**config.mk**
```make
export PLATFORM = sky130hd
export DESIGN_NAME = sacc_ctrl
export DESIGN_NICKNAME = d
export VERILOG_FILES = /design/src/sacc_pkg.sv /design/src/sacc_clkdiv.sv /design/src/sacc_ctrl.sv
export VERILOG_INCLUDE_DIRS = /design/src
export SDC_FILE = /design/constraint.sdc
export NUM_CORES = 1
export LEC_CHECK = 0
export BUFFER_PORTS_ARGS = -buffer_cell sky130_fd_sc_hd__clkbuf_2
export CELL_PAD_IN_SITES_DETAIL_PLACEMENT = 1
export CELL_PAD_IN_SITES_GLOBAL_PLACEMENT = 2
export CORE_MARGIN = 2
export CORE_UTILIZATION = 33
export DETAILED_ROUTE_END_ITERATION = 8
export PLACE_DENSITY_LB_ADDON = 0.1
export SLEW_MARGIN = 10
export SYNTH_ARGS = -nofsm -noshare
export SYNTH_HDL_FRONTEND = slang
export SYNTH_SLANG_ARGS = --single-unit
```
**constraint.sdc**
```tcl
create_clock -name core_clk -period 3.9 [get_ports core_clk]
set_input_delay 0.975 -clock core_clk [delete_from_list [all_inputs] [get_ports core_clk]]
set_output_delay 0.975 -clock core_clk [all_outputs]
set_load 0.03 [all_outputs]
```
**src/sacc_cfg.svh**
```systemverilog
`ifndef SACC_CFG_SVH
`define SACC_CFG_SVH
`define SACC_CH_W         5
`define SACC_CH_OFF       5'h1f
`define SACC_CH_TEMP      5'h1a
`define SACC_CH_BGAP      5'h1b
`define SACC_CH_RSVD_HI   5'h1c
`define SACC_CH_VREFH     5'h1d
`define SACC_CH_VREFL     5'h1e
`define SACC_CH_RSVD_LO   5'h16
`define SACC_CH_RSVD_TOP  5'h19
`define SACC_CH_NUM       28
`define SACC_RES_W        10
`define SACC_RTI_W        16
`define SACC_LPO_HZ       1000
`define SACC_CLK_HZ       50000000
`define SACC_LPO_CYC      (`SACC_CLK_HZ / `SACC_LPO_HZ)
`define SACC_SAMPLE_SHORT 4'h2
`define SACC_SAMPLE_LONG  4'h8
`define SACC_PIN_REGS     2
`endif

```
**src/sacc_pkg.sv**
```systemverilog
package sacc_pkg;
	typedef enum logic [1:0] {SRC_BUS, SRC_BUS_HALF, SRC_LOCAL, SRC_ALT} sacc_src_t;
	typedef enum logic [1:0] {IN_PIN, IN_VREFL, IN_INTERNAL, IN_RESERVED} sacc_kind_t;
	typedef struct packed {
		logic [4:0] channelSelect;
		logic       completeIntEnable;
		logic       continuous;
		logic       hwTrigEnable;
		logic       compareEnable;
		logic       compareGreater;
		logic       mode8;
		logic       longSample;
		logic       lowPower;
		sacc_src_t  clkSource;
		logic [1:0] clockDivideSelect;
	} sacc_ctrl_t;
	typedef struct packed {
		logic       sampleHold;
		logic       compHigh;
		logic [9:0] dacCode;
		logic [4:0] muxSelect;
		logic       powerUp;
	} sacc_analog_t;
endpackage

```
**src/sacc_clkdiv.sv**
```systemverilog
`timescale 1ns/1ns
`include "sacc_cfg.svh"
// Divides the selected source tick stream into conversion clock ticks.
module sacc_clkdiv
	import sacc_pkg::*;
(
	input  wire logic       core_clk,  // system clock
	input  wire logic       sys_rst,   // sync reset
	input  wire logic       clkEn,     // global clock enable
	input  wire logic       clear,     // restart divider
	input  wire logic       srcTick,   // selected source tick
	input  wire logic [1:0] divSel,    // divide by 1,2,4,8
	output logic            convTick   // conversion clock tick
);
	logic [2:0] cnt_r;
	logic [2:0] lim;

	assign lim      = 3'((4'h1 << divSel) - 4'h1);
	assign convTick = srcTick && (cnt_r == lim);

	always_ff @(posedge core_clk)
	begin
		if (sys_rst || (clkEn && clear))
			cnt_r <= 3'h0;
		else if (clkEn && srcTick)
			cnt_r <= (cnt_r == lim) ? 3'h0 : 3'(cnt_r + 3'h1);
	end
endmodule

```
**src/sacc_ctrl.sv**
```systemverilog
`timescale 1ns/1ns
`include "sacc_cfg.svh"
// Function
// - Five-bit channel select addresses channels 0..27 plus internal and disable codes.
// - Only channels 0-3 and 8-11 are real external inputs.
// - Unimplemented channel codes route the converter input to the low reference.
// - Reserved codes convert to an undefined value.
// - All-ones select powers the converter down and stops continuous conversion.
// - Codes 26,27,29,30 route temperature, bandgap, high and low reference.
// - Each pin-shared channel has its own analog pin enable bit.
// - Conversion clock source picks bus, half bus, local async or alternate clock.
// - Selected source is divided by the divide select; software keeps range.
// - With hardware trigger enabled, periodic counter overflow starts a conversion.
// - Periodic counter runs freely, rate selectable, clocked by reference or 1 kHz.
// - Results are right-justified in 10-bit or 8-bit format.
// - Single or continuous conversion; single returns to idle by itself.
// - Optional compare flags less-than, or greater-or-equal, against a value.
// - Completion sets a flag and, when enabled, raises an interrupt.
// - Flag clears on control write or low result read; compare gates its setting.
// - Control write aborts a conversion and restarts unless select is all ones or hardware trigger is enabled.
// - Two analog pin enable registers cover the pin-shared channels.
// - Linear successive approximation resolves ten bits, one per step.
// - Sample time and speed versus power are configurable.
module sacc_ctrl
	import sacc_pkg::*;
#(
	parameter int RTI_W = `SACC_RTI_W,
	parameter int LPO_CYC = `SACC_LPO_CYC
)
(
	input  wire logic         core_clk,          // 50 MHz system clock
	input  wire logic         sys_rst,           // sync reset, active high
	input  wire logic         clkEn,             // freezes all state when low
	input  wire sacc_ctrl_t   ctrlIn,            // control value written
	input  wire logic         ctrlWrite,         // control register write strobe
	input  wire logic [9:0]   compareValue,      // compare value
	input  wire logic         resultLowRead,     // low result byte read strobe
	input  wire logic [15:0]  pinEnableIn,       // two pin enable registers
	input  wire logic         pinEnableWrite,    // pin enable write strobe
	input  wire logic         localAsyncTick,    // local async clock edge
	input  wire logic         altClockTick,      // alternate clock edge
	input  wire logic         refClockTick,      // external reference clock edge
	input  wire logic         rtiUseRef,         // periodic counter on reference clock
	input  wire logic [3:0]   periodicRateSelect,// overflow rate select
	input  wire logic         comparatorHigh,    // analog comparator: input at or above DAC
	output sacc_analog_t      analogOut,         // analog front end control
	output logic [9:0]        result,            // formatted result
	output logic              conversionComplete,// complete flag
	output logic              completeIrq,       // interrupt request
	output logic              busy,              // conversion in progress
	output logic [15:0]       pinEnable,         // analog pin enables
	output sacc_kind_t        inputKind          // decoded kind of selection
);
	typedef enum logic [1:0] {ST_IDLE, ST_SAMPLE, ST_CONVERT} sacc_state_t;

	sacc_ctrl_t  ctrl_r;
	sacc_state_t state_r;
	logic [3:0]  sampleCnt_r;
	logic [3:0]  bitIdx_r;
	logic [9:0]  sar_r;
	logic [9:0]  result_r;
	logic        conversion_complete_flag_r;
	logic [15:0] pinEn_r;
	logic [RTI_W-1:0] rti_r;
	logic [31:0] lpoCnt_r;
	logic        trigPend_r;
	logic        halfTgl_r;
	logic        srcTick;
	logic        convTick;
	logic        lpoTick;
	logic        rtiTick;
	logic        rtiOvf;
	logic        startReq;
	logic        sarDone;
	logic [9:0]  finalCode;
	logic        cmpTrue;

	// ========================================================================
	// Channel decode
	// ========================================================================
	function automatic sacc_kind_t kindOf(input logic [4:0] ch);
		if (ch[4:3] == 2'b00 && !ch[2])
			return IN_PIN;
		if (ch[4:3] == 2'b01 && !ch[2])
			return IN_PIN;
		if ((ch >= `SACC_CH_RSVD_LO && ch <= `SACC_CH_RSVD_TOP) || ch == `SACC_CH_RSVD_HI)
			return IN_RESERVED;
		if (ch == `SACC_CH_TEMP || ch == `SACC_CH_BGAP || ch == `SACC_CH_VREFH)
			return IN_INTERNAL;
		return IN_VREFL;
	endfunction

	function automatic logic isOff(input logic [4:0] ch);
		return ch == `SACC_CH_OFF;
	endfunction

	assign inputKind = kindOf(ctrl_r.channelSelect);

	// ========================================================================
	// Registers written by software
	// ========================================================================
	always_ff @(posedge core_clk)
	begin
		if (sys_rst)
			ctrl_r <= '{channelSelect: `SACC_CH_OFF, clkSource: SRC_BUS, default: '0};
		else if (clkEn && ctrlWrite)
			ctrl_r <= ctrlIn;
	end

	always_ff @(posedge core_clk)
	begin
		if (sys_rst)
			pinEn_r <= 16'h0000;
		else if (clkEn && pinEnableWrite)
			pinEn_r <= pinEnableIn;
	end
	assign pinEnable = pinEn_r;

	// ========================================================================
	// Conversion clock
	// ========================================================================
	always_ff @(posedge core_clk)
	begin
		if (sys_rst)
			halfTgl_r <= 1'b0;
		else if (clkEn)
			halfTgl_r <= ~halfTgl_r;
	end

	// Async ticks arrive already synchronised as single-cycle enables.
	always_comb
	begin
		case (ctrl_r.clkSource)
			SRC_BUS:      srcTick = 1'b1;
			SRC_BUS_HALF: srcTick = halfTgl_r;
			SRC_LOCAL:    srcTick = localAsyncTick;
			SRC_ALT:      srcTick = altClockTick;
			default:      srcTick = 1'b0;
		endcase
	end

	sacc_clkdiv u_div
	(
		.core_clk (core_clk),
		.sys_rst  (sys_rst),
		.clkEn    (clkEn),
		.clear    (ctrlWrite),
		.srcTick  (srcTick),
		.divSel   (ctrl_r.clockDivideSelect),
		.convTick (convTick)
	);

	// ========================================================================
	// Periodic wake counter and hardware trigger
	// ========================================================================
	assign lpoTick = (lpoCnt_r == 32'(LPO_CYC - 1));
	always_ff @(posedge core_clk)
	begin
		if (sys_rst)
			lpoCnt_r <= 32'h0;
		else if (clkEn)
			lpoCnt_r <= lpoTick ? 32'h0 : 32'(lpoCnt_r + 32'h1);
	end

	// Overflow when the count bits from zero up to the rate select are all ones.
	function automatic logic rtiAtTop(input logic [RTI_W-1:0] cnt, input logic [3:0] sel);
		logic [RTI_W-1:0] mask;
		mask = RTI_W'((RTI_W'(1) << (5'(sel) + 5'h1)) - RTI_W'(1));
		return (cnt & mask) == mask;
	endfunction

	assign rtiTick = rtiUseRef ? refClockTick : lpoTick;
	assign rtiOvf  = rtiTick && rtiAtTop(rti_r, periodicRateSelect);
	always_ff @(posedge core_clk)
	begin
		if (sys_rst)
			rti_r <= '0;
		else if (clkEn && rtiTick)
			rti_r <= rtiAtTop(rti_r, periodicRateSelect) ? '0 : RTI_W'(rti_r + 1'b1);
	end

	// A trigger waits for the next conversion clock tick so none is lost.
	always_ff @(posedge core_clk)
	begin
		if (sys_rst)
			trigPend_r <= 1'b0;
		else if (clkEn)
		begin
			// An overflow in the write cycle is kept for the newly written setting.
			if (ctrlWrite)
				trigPend_r <= rtiOvf && ctrlIn.hwTrigEnable && !isOff(ctrlIn.channelSelect);
			else if (rtiOvf && ctrl_r.hwTrigEnable && !isOff(ctrl_r.channelSelect))
				trigPend_r <= 1'b1;
			else if (state_r == ST_IDLE && convTick)
				trigPend_r <= 1'b0;
		end
	end

	// ========================================================================
	// Sequencer
	// ========================================================================
	assign startReq  = trigPend_r && convTick;
	assign sarDone   = (state_r == ST_CONVERT) && convTick && (bitIdx_r == 4'h0);
	assign finalCode = comparatorHigh ? sar_r : (sar_r & ~(10'h1 << bitIdx_r));
	assign cmpTrue   = ctrl_r.compareGreater ? (finalCode >= compareValue)
	                                         : (finalCode < compareValue);

	always_ff @(posedge core_clk)
	begin
		if (sys_rst)
		begin
			state_r     <= ST_IDLE;
			sampleCnt_r <= 4'h0;
			bitIdx_r    <= 4'h0;
			sar_r       <= 10'h0;
		end
		else if (clkEn)
		begin
			if (ctrlWrite)
			begin
				// Abort, then restart in software mode unless the write disables.
				state_r     <= (!isOff(ctrlIn.channelSelect) && !ctrlIn.hwTrigEnable)
				               ? ST_SAMPLE : ST_IDLE;
				sampleCnt_r <= ctrlIn.longSample ? `SACC_SAMPLE_LONG : `SACC_SAMPLE_SHORT;
				bitIdx_r    <= 4'h9;
				sar_r       <= 10'h200;
			end
			else
			begin
				case (state_r)
					ST_IDLE:
					begin
						if (startReq)
						begin
							state_r     <= ST_SAMPLE;
							sampleCnt_r <= ctrl_r.longSample ? `SACC_SAMPLE_LONG : `SACC_SAMPLE_SHORT;
							bitIdx_r    <= 4'h9;
							sar_r       <= 10'h200;
						end
					end
					ST_SAMPLE:
					begin
						if (convTick)
						begin
							if (sampleCnt_r == 4'h1)
								state_r <= ST_CONVERT;
							sampleCnt_r <= 4'(sampleCnt_r - 4'h1);
						end
					end
					ST_CONVERT:
					begin
						if (convTick)
						begin
							if (bitIdx_r == 4'h0)
							begin
								// Continuous software mode loops; hardware mode waits.
								state_r <= (ctrl_r.continuous && !ctrl_r.hwTrigEnable)
								           ? ST_SAMPLE : ST_IDLE;
								sampleCnt_r <= ctrl_r.longSample ? `SACC_SAMPLE_LONG : `SACC_SAMPLE_SHORT;
								bitIdx_r    <= 4'h9;
								sar_r       <= 10'h200;
							end
							else
							begin
								sar_r    <= finalCode | (10'h1 << (bitIdx_r - 4'h1));
								bitIdx_r <= 4'(bitIdx_r - 4'h1);
							end
						end
					end
					default: state_r <= ST_IDLE;
				endcase
			end
		end
	end

	// ========================================================================
	// Result and completion flag
	// ========================================================================
	always_ff @(posedge core_clk)
	begin
		if (sys_rst)
			result_r <= 10'h000;
		else if (clkEn && sarDone && !ctrlWrite && (!ctrl_r.compareEnable || cmpTrue))
			result_r <= ctrl_r.mode8 ? {2'b00, finalCode[9:2]} : finalCode;
	end
	assign result = result_r;

	// A completion in the same cycle as a low-byte read wins over the clear.
	always_ff @(posedge core_clk)
	begin
		if (sys_rst)
			conversion_complete_flag_r <= 1'b0;
		else if (clkEn)
		begin
			if (ctrlWrite)
				conversion_complete_flag_r <= 1'b0;
			else if (sarDone && (!ctrl_r.compareEnable || cmpTrue))
				conversion_complete_flag_r <= 1'b1;
			else if (resultLowRead)
				conversion_complete_flag_r <= 1'b0;
		end
	end
	assign conversionComplete = conversion_complete_flag_r;
	assign completeIrq        = conversion_complete_flag_r && ctrl_r.completeIntEnable;
	assign busy               = (state_r != ST_IDLE);

	// ========================================================================
	// Analog front end
	// ========================================================================
	always_comb
	begin
		analogOut.powerUp    = busy && !isOff(ctrl_r.channelSelect);
		analogOut.muxSelect  = ctrl_r.channelSelect;
		analogOut.dacCode    = sar_r;
		analogOut.sampleHold = (state_r == ST_SAMPLE);
		analogOut.compHigh   = ctrl_r.lowPower;
	end

	// ========================================================================
	// Checks
	// ========================================================================
	chk_irq_follows_flag: assert property (@(posedge core_clk) disable iff (sys_rst)
		completeIrq == (conversionComplete && ctrl_r.completeIntEnable))
		else $error("interrupt does not follow complete flag");

	chk_write_clears_flag: assert property (@(posedge core_clk) disable iff (sys_rst)
		clkEn && ctrlWrite |=> !conversionComplete)
		else $error("control write left complete flag set");

	chk_off_stops: assert property (@(posedge core_clk) disable iff (sys_rst)
		clkEn && ctrlWrite && isOff(ctrlIn.channelSelect) |=> !busy ##1 !busy)
		else $error("disabled select still converting");

	chk_write_restarts: assert property (@(posedge core_clk) disable iff (sys_rst)
		clkEn && ctrlWrite && !isOff(ctrlIn.channelSelect) && !ctrlIn.hwTrigEnable
		|=> state_r == ST_SAMPLE)
		else $error("control write did not restart");

	chk_single_idle: assert property (@(posedge core_clk) disable iff (sys_rst)
		clkEn && sarDone && !ctrlWrite && !ctrl_r.continuous |=> state_r == ST_IDLE)
		else $error("single conversion did not return to idle");

	chk_compare_gate: assert property (@(posedge core_clk) disable iff (sys_rst)
		clkEn && !ctrlWrite && !resultLowRead && ctrl_r.compareEnable && !$past(conversionComplete)
		&& !conversionComplete ##1 conversionComplete |-> $past(cmpTrue && sarDone))
		else $error("flag set without true compare");

	chk_mode8_range: assert property (@(posedge core_clk) disable iff (sys_rst)
		$changed(result) && ctrl_r.mode8 |-> result[9:8] == 2'b00)
		else $error("8-bit result not right-justified");

	chk_trigger_start: assert property (@(posedge core_clk) disable iff (sys_rst)
		clkEn && state_r == ST_IDLE && startReq && !ctrlWrite |=> state_r == ST_SAMPLE)
		else $error("pending trigger did not start conversion");
endmodule

```
==> impl_results.html <==
<table>
<tr><th>Metric</th><th>Value</th></tr>
<tr><th colspan="2">Status</th></tr>
<tr><td>Run status</td><td>complete, no violations</td></tr>
<tr><th colspan="2">STA</th></tr>
<tr><td>Worst-case headroom to the max-slew limit</td><td>0.358</td></tr>
<tr><td>Final Cycle Share</td><td>0.912</td></tr>
<tr><td>Post-layout min period</td><td>3560 ps</td></tr>
<tr><td>Clock skew</td><td>7.24 ps</td></tr>
<tr><td>Setup violation total in the final timing report</td><td>0</td></tr>
<tr><td>Worst setup margin</td><td>342 ps</td></tr>
<tr><td>Worst-Margin Slew</td><td>963 ps</td></tr>
<tr><td>RSZ-0062 raised after global routing</td><td>false</td></tr>
<tr><td>Setup TNS</td><td>0 ps</td></tr>
<tr><td>Final hold violation count</td><td>0</td></tr>
<tr><td>Max-slew violation total from the final report</td><td>0</td></tr>
<tr><td>Maximum operating frequency</td><td>281 MHz</td></tr>
<tr><th colspan="2">Placed design</th></tr>
<tr><td>Sum of net half-perimeters after detailed placement</td><td>13500 um</td></tr>
<tr><td>GP Congestion</td><td>0.865</td></tr>
<tr><td>Worst setup timing slack at the placement stage</td><td>46.7 ps</td></tr>
<tr><td>Count of input and output buffers</td><td>106</td></tr>
<tr><th colspan="2">Final layout</th></tr>
<tr><td>Ratio of cells with drive above 1 in the final layout</td><td>0.200</td></tr>
<tr><td>Layout-stage area growth over the synthesis result</td><td>21.5%</td></tr>
<tr><td>Most common cell after layout, fill and taps aside</td><td>dfxtp_1</td></tr>
<tr><td>Final nets</td><td>962</td></tr>
<tr><td>Leading cell types in the layout, fill and taps excluded</td><td>dfxtp_1, nand2_1, clkbuf_2</td></tr>
<tr><td>Antenna fix cells</td><td>0</td></tr>
<tr><td>Final standard cell utilization of the core</td><td>0.413</td></tr>
<tr><td>Number of fillers in the final layout</td><td>2215</td></tr>
<tr><th colspan="2">Hold path</th></tr>
<tr><td>Path category of the worst min-delay check</td><td>flip-flop to flip-flop</td></tr>
<tr><td>Destination of the worst hold path</td><td>ctrl_r[10]$_SDFFE_PP0P_</td></tr>
<tr><td>Cell depth of the worst hold path</td><td>2</td></tr>
<tr><td>Min-delay src</td><td>ctrl_r[10]$_SDFFE_PP0P_</td></tr>
<tr><th colspan="2">GRT</th></tr>
<tr><td>GRT Residual Overflow</td><td>0</td></tr>
<tr><td>Overall global routing resource usage</td><td>0.185</td></tr>
<tr><td>First-pass GRT wire length</td><td>29900 um</td></tr>
<tr><td>Maximum number of pins on one net before global-route repair</td><td>51</td></tr>
<tr><td>Number of antenna violations at the first check in global routing</td><td>0</td></tr>
<tr><td>Via count of the first global-routing pass</td><td>5975</td></tr>
<tr><th colspan="2">Power</th></tr>
<tr><td>Leak Pwr</td><td>3.04 nW</td></tr>
<tr><td>Largest voltage drop on the vdd net</td><td>0.331 mV</td></tr>
<tr><td>Pwr dens</td><td>413 nW/um^2</td></tr>
<tr><th colspan="2">Floorplan</th></tr>
<tr><td>Die footprint</td><td>19800 sq um</td></tr>
<tr><td>X dimension of the die</td><td>141 um</td></tr>
<tr><td>Effective utilization at floorplan</td><td>0.340</td></tr>
<tr><td>Std-Cell Core Area</td><td>18100 sq um</td></tr>
<tr><td>IO Pins</td><td>107</td></tr>
<tr><td>Die height</td><td>141 um</td></tr>
<tr><td>Row Count</td><td>49</td></tr>
<tr><th colspan="2">Clock network</th></tr>
<tr><td>CTS Hold Buffers Added</td><td>0</td></tr>
<tr><td>Clock-pin slew on the worst setup and hold paths</td><td>60 ps</td></tr>
<tr><td>Number of setup buffers added after CTS</td><td>0</td></tr>
<tr><td>Root Buffer</td><td>clkbuf_16</td></tr>
<tr><td>Count of clock tree sinks</td><td>117</td></tr>
<tr><td>CTS H-tree depth</td><td>4</td></tr>
<tr><td>Cts bufs inserted</td><td>17</td></tr>
<tr><td>CTS tree</td><td>yes</td></tr>
<tr><td>Maximum buffer depth of the clock tree</td><td>2</td></tr>
<tr><td>Quantity of gates resized following cts</td><td>0</td></tr>
<tr><td>Clock latency reported for the late side of the worst-skew pair</td><td>420 ps</td></tr>
<tr><th colspan="2">Synth</th></tr>
<tr><td>FFs w/ async S/R, synth</td><td>0</td></tr>
<tr><td>Number of synthesized flops with an enable pin</td><td>0</td></tr>
<tr><td>Total nets after synthesis</td><td>863</td></tr>
<tr><td>Post-synthesis area per instance</td><td>7.81 sq um</td></tr>
<tr><td>Number of register bits inferred by synthesis</td><td>117</td></tr>
<tr><td>Synthesis Warnings</td><td>0</td></tr>
<tr><td>Combined area of all synthesized cells</td><td>6160 sq um</td></tr>
<tr><td>Number of different library cells in the post-synthesis netlist</td><td>70</td></tr>
<tr><td>Leading register cell type out of synthesis</td><td>dfxtp_1</td></tr>
<tr><td>Cells after Synth</td><td>789</td></tr>
<tr><td>Share of the yosys chip area belonging to registers</td><td>0.380</td></tr>
<tr><th colspan="2">Setup path</th></tr>
<tr><td>Worst reg2reg path endpoint</td><td>result[8]$_SDFFE_PP0P_</td></tr>
<tr><td>Register-to-register setup slack</td><td>460 ps</td></tr>
<tr><td>Endpoint kind of the worst setup timing path</td><td>flip-flop</td></tr>
<tr><td>Cell depth of the worst flop-to-flop path</td><td>11</td></tr>
<tr><td>Reg2Reg Launch Point</td><td>bitIdx_r[0]$_SDFFE_PP0P_</td></tr>
<tr><td>WP data required</td><td>4170 ps</td></tr>
<tr><td>Startpoint Class</td><td>input port</td></tr>
<tr><td>Critical-path maximum fanout</td><td>19</td></tr>
<tr><td>CP Data Arrival Time</td><td>3820 ps</td></tr>
<tr><td>WS Path Type</td><td>input port to flip-flop</td></tr>
<tr><th colspan="2">Flow run</th></tr>
<tr><td># Max-Cap Violations</td><td>0</td></tr>
<tr><th colspan="2">Detailed routing</th></tr>
<tr><td>DRT antenna net count</td><td>0</td></tr>
<tr><td>Detailed Route Iter0 Violations</td><td>266</td></tr>
<tr><td>Post-detailed-route wirelength per cell</td><td>16.0 um</td></tr>
<tr><td>Vias post-DR</td><td>5903</td></tr>
<tr><td>Number of detailed-route iterations in the first pass</td><td>4</td></tr>
<tr><td>DRC errors left</td><td>0</td></tr>
<tr><td>Detailed-route wire length</td><td>18100 um</td></tr>
<tr><td>Mean number of vias per cell</td><td>5.22</td></tr>
</table>
-- sequential cells by signal, indices dropped and copies added, names as in the netlist, 2 cells and up --
signal       count
pinEnable       16
result          10
u_div.cnt_r      3
ctrl_r          11
sampleCnt_r      4
analogOut        6
bitIdx_r         4
rti_r           16
lpoCnt_r        32
sar_r           10
state_r          2
-- cells by family (layout without fill, tap and decap cells) --
kind of cell / Yosys count / in the layout / synth area share
fa+ha+maj: 16 / 16 / 0.0325
xor+xnor: 35 / 35 / 0.0497
other cells: 1 / 1 / 0.000608
flops: 117 / 117 / 0.380
simple gates: 366 / 366 / 0.295
buf+inv: 76 / 188 / 0.0564
compound gates: 171 / 171 / 0.175
mux: 7 / 7 / 0.0116
-- stage by stage --
step,total power [mW],hold slack [ps],std cells,instance area [sq um]
4_1_cts,3.14,460,1130,7490
5_1_grt,3.23,481,1130,7490
3_3_place_gp,1.59,441,1098,6920
6_report,3.10,456,1130,7490
2_1_floorplan,1.49,432,789,6160
3_5_place_dp,1.60,452,1098,6920
-- cell usage after synthesis (3+ instances only) --
library cell | instances | area, sq um
dfxtp_1 | 117 | 2340
nand2_1 | 114 | 428
nor2_1 | 95 | 357
a21oi_1 | 67 | 335
nand3_1 | 35 | 175
clkbuf_1 | 32 | 120
o21ai_0 | 32 | 160
inv_1 | 28 | 105
xor2_1 | 22 | 193
ha_1 | 16 | 200
nor3_1 | 16 | 80.1
o31ai_1 | 16 | 120
xnor2_1 | 13 | 114
a211oi_1 | 12 | 90.1
nor2b_1 | 11 | 68.8
nand2b_1 | 10 | 62.6
nand3b_1 | 10 | 75.1
nand4_1 | 10 | 62.6
and2_1 | 8 | 50.1
and3_1 | 8 | 50.1
or3_1 | 8 | 50.1
buf_4 | 7 | 52.6
nor3b_1 | 7 | 52.6
a22o_1 | 6 | 52.6
mux2i_1 | 6 | 60.1
nor4_1 | 6 | 37.5
a31oi_1 | 5 | 31.3
buf_2 | 5 | 25.0
a21o_1 | 4 | 30.0
and4_1 | 4 | 35.0
buf_6 | 4 | 45.0
a311oi_1 | 3 | 26.3
nor4b_1 | 3 | 26.3
o21a_1 | 3 | 22.5
or2_2 | 3 | 18.8
or4_1 | 3 | 22.5
-- critical path, cell delays in order --
cell	delay, ps
clkbuf_2	120
or2_2	330
o31ai_1	390
inv_1	120
ha_1	290
nand4_1	90
a21o_1	180
a2111oi_0	820
nor3_4	240
nor2_1	180
a211oi_1	70
-- final cells by class --
class / count / area [sq um] / share of cell area
tap: 229 / 287 / 0.0382
sequential: 117 / 2340 / 0.313
clock buffer: 19 / 443 / 0.0591
clock inverter: 13 / 133 / 0.0177
inverter: 28 / 105 / 0.0140
timing repair buffer: 128 / 708 / 0.0945
multi-input combinational: 596 / 3470 / 0.464
-- report_power, final --
group / switching [mW] / internal [mW] / leakage (nW)
clock: 0.576 / 0.951 / 0.275
sequential: 0.0335 / 1.23 / 0.949
combinational: 0.193 / 0.115 / 1.82
-- routing by layer --
layer	global-route usage	share of wire	vias to the layer above
met5	0	0	-
met4	0.0589	0.015	0
met3	0.0384	0.026	22
met2	0.307	0.48	70
met1	0.244	0.48	2860
li1	-	-	2951
-- worst max path at each step --
stage | start | endpoint | slack, ps | cells past startpoint
2_1_floorplan | periodicRateSelect[0] | rti_r[14]$_SDFFE_PP0P_ | 330 | 11
3_3_place_gp | comparatorHigh | result[8]$_SDFFE_PP0P_ | 140 | 11
3_5_place_dp | comparatorHigh | result[2]$_SDFFE_PP0P_ | 50 | 11
4_1_cts | comparatorHigh | result[2]$_SDFFE_PP0P_ | 360 | 11
5_1_grt | comparatorHigh | result[2]$_SDFFE_PP0P_ | 140 | 11
6_report | comparatorHigh | result[2]$_SDFFE_PP0P_ | 340 | 11
No activity file was read; power rests on OpenSTA's default activity.
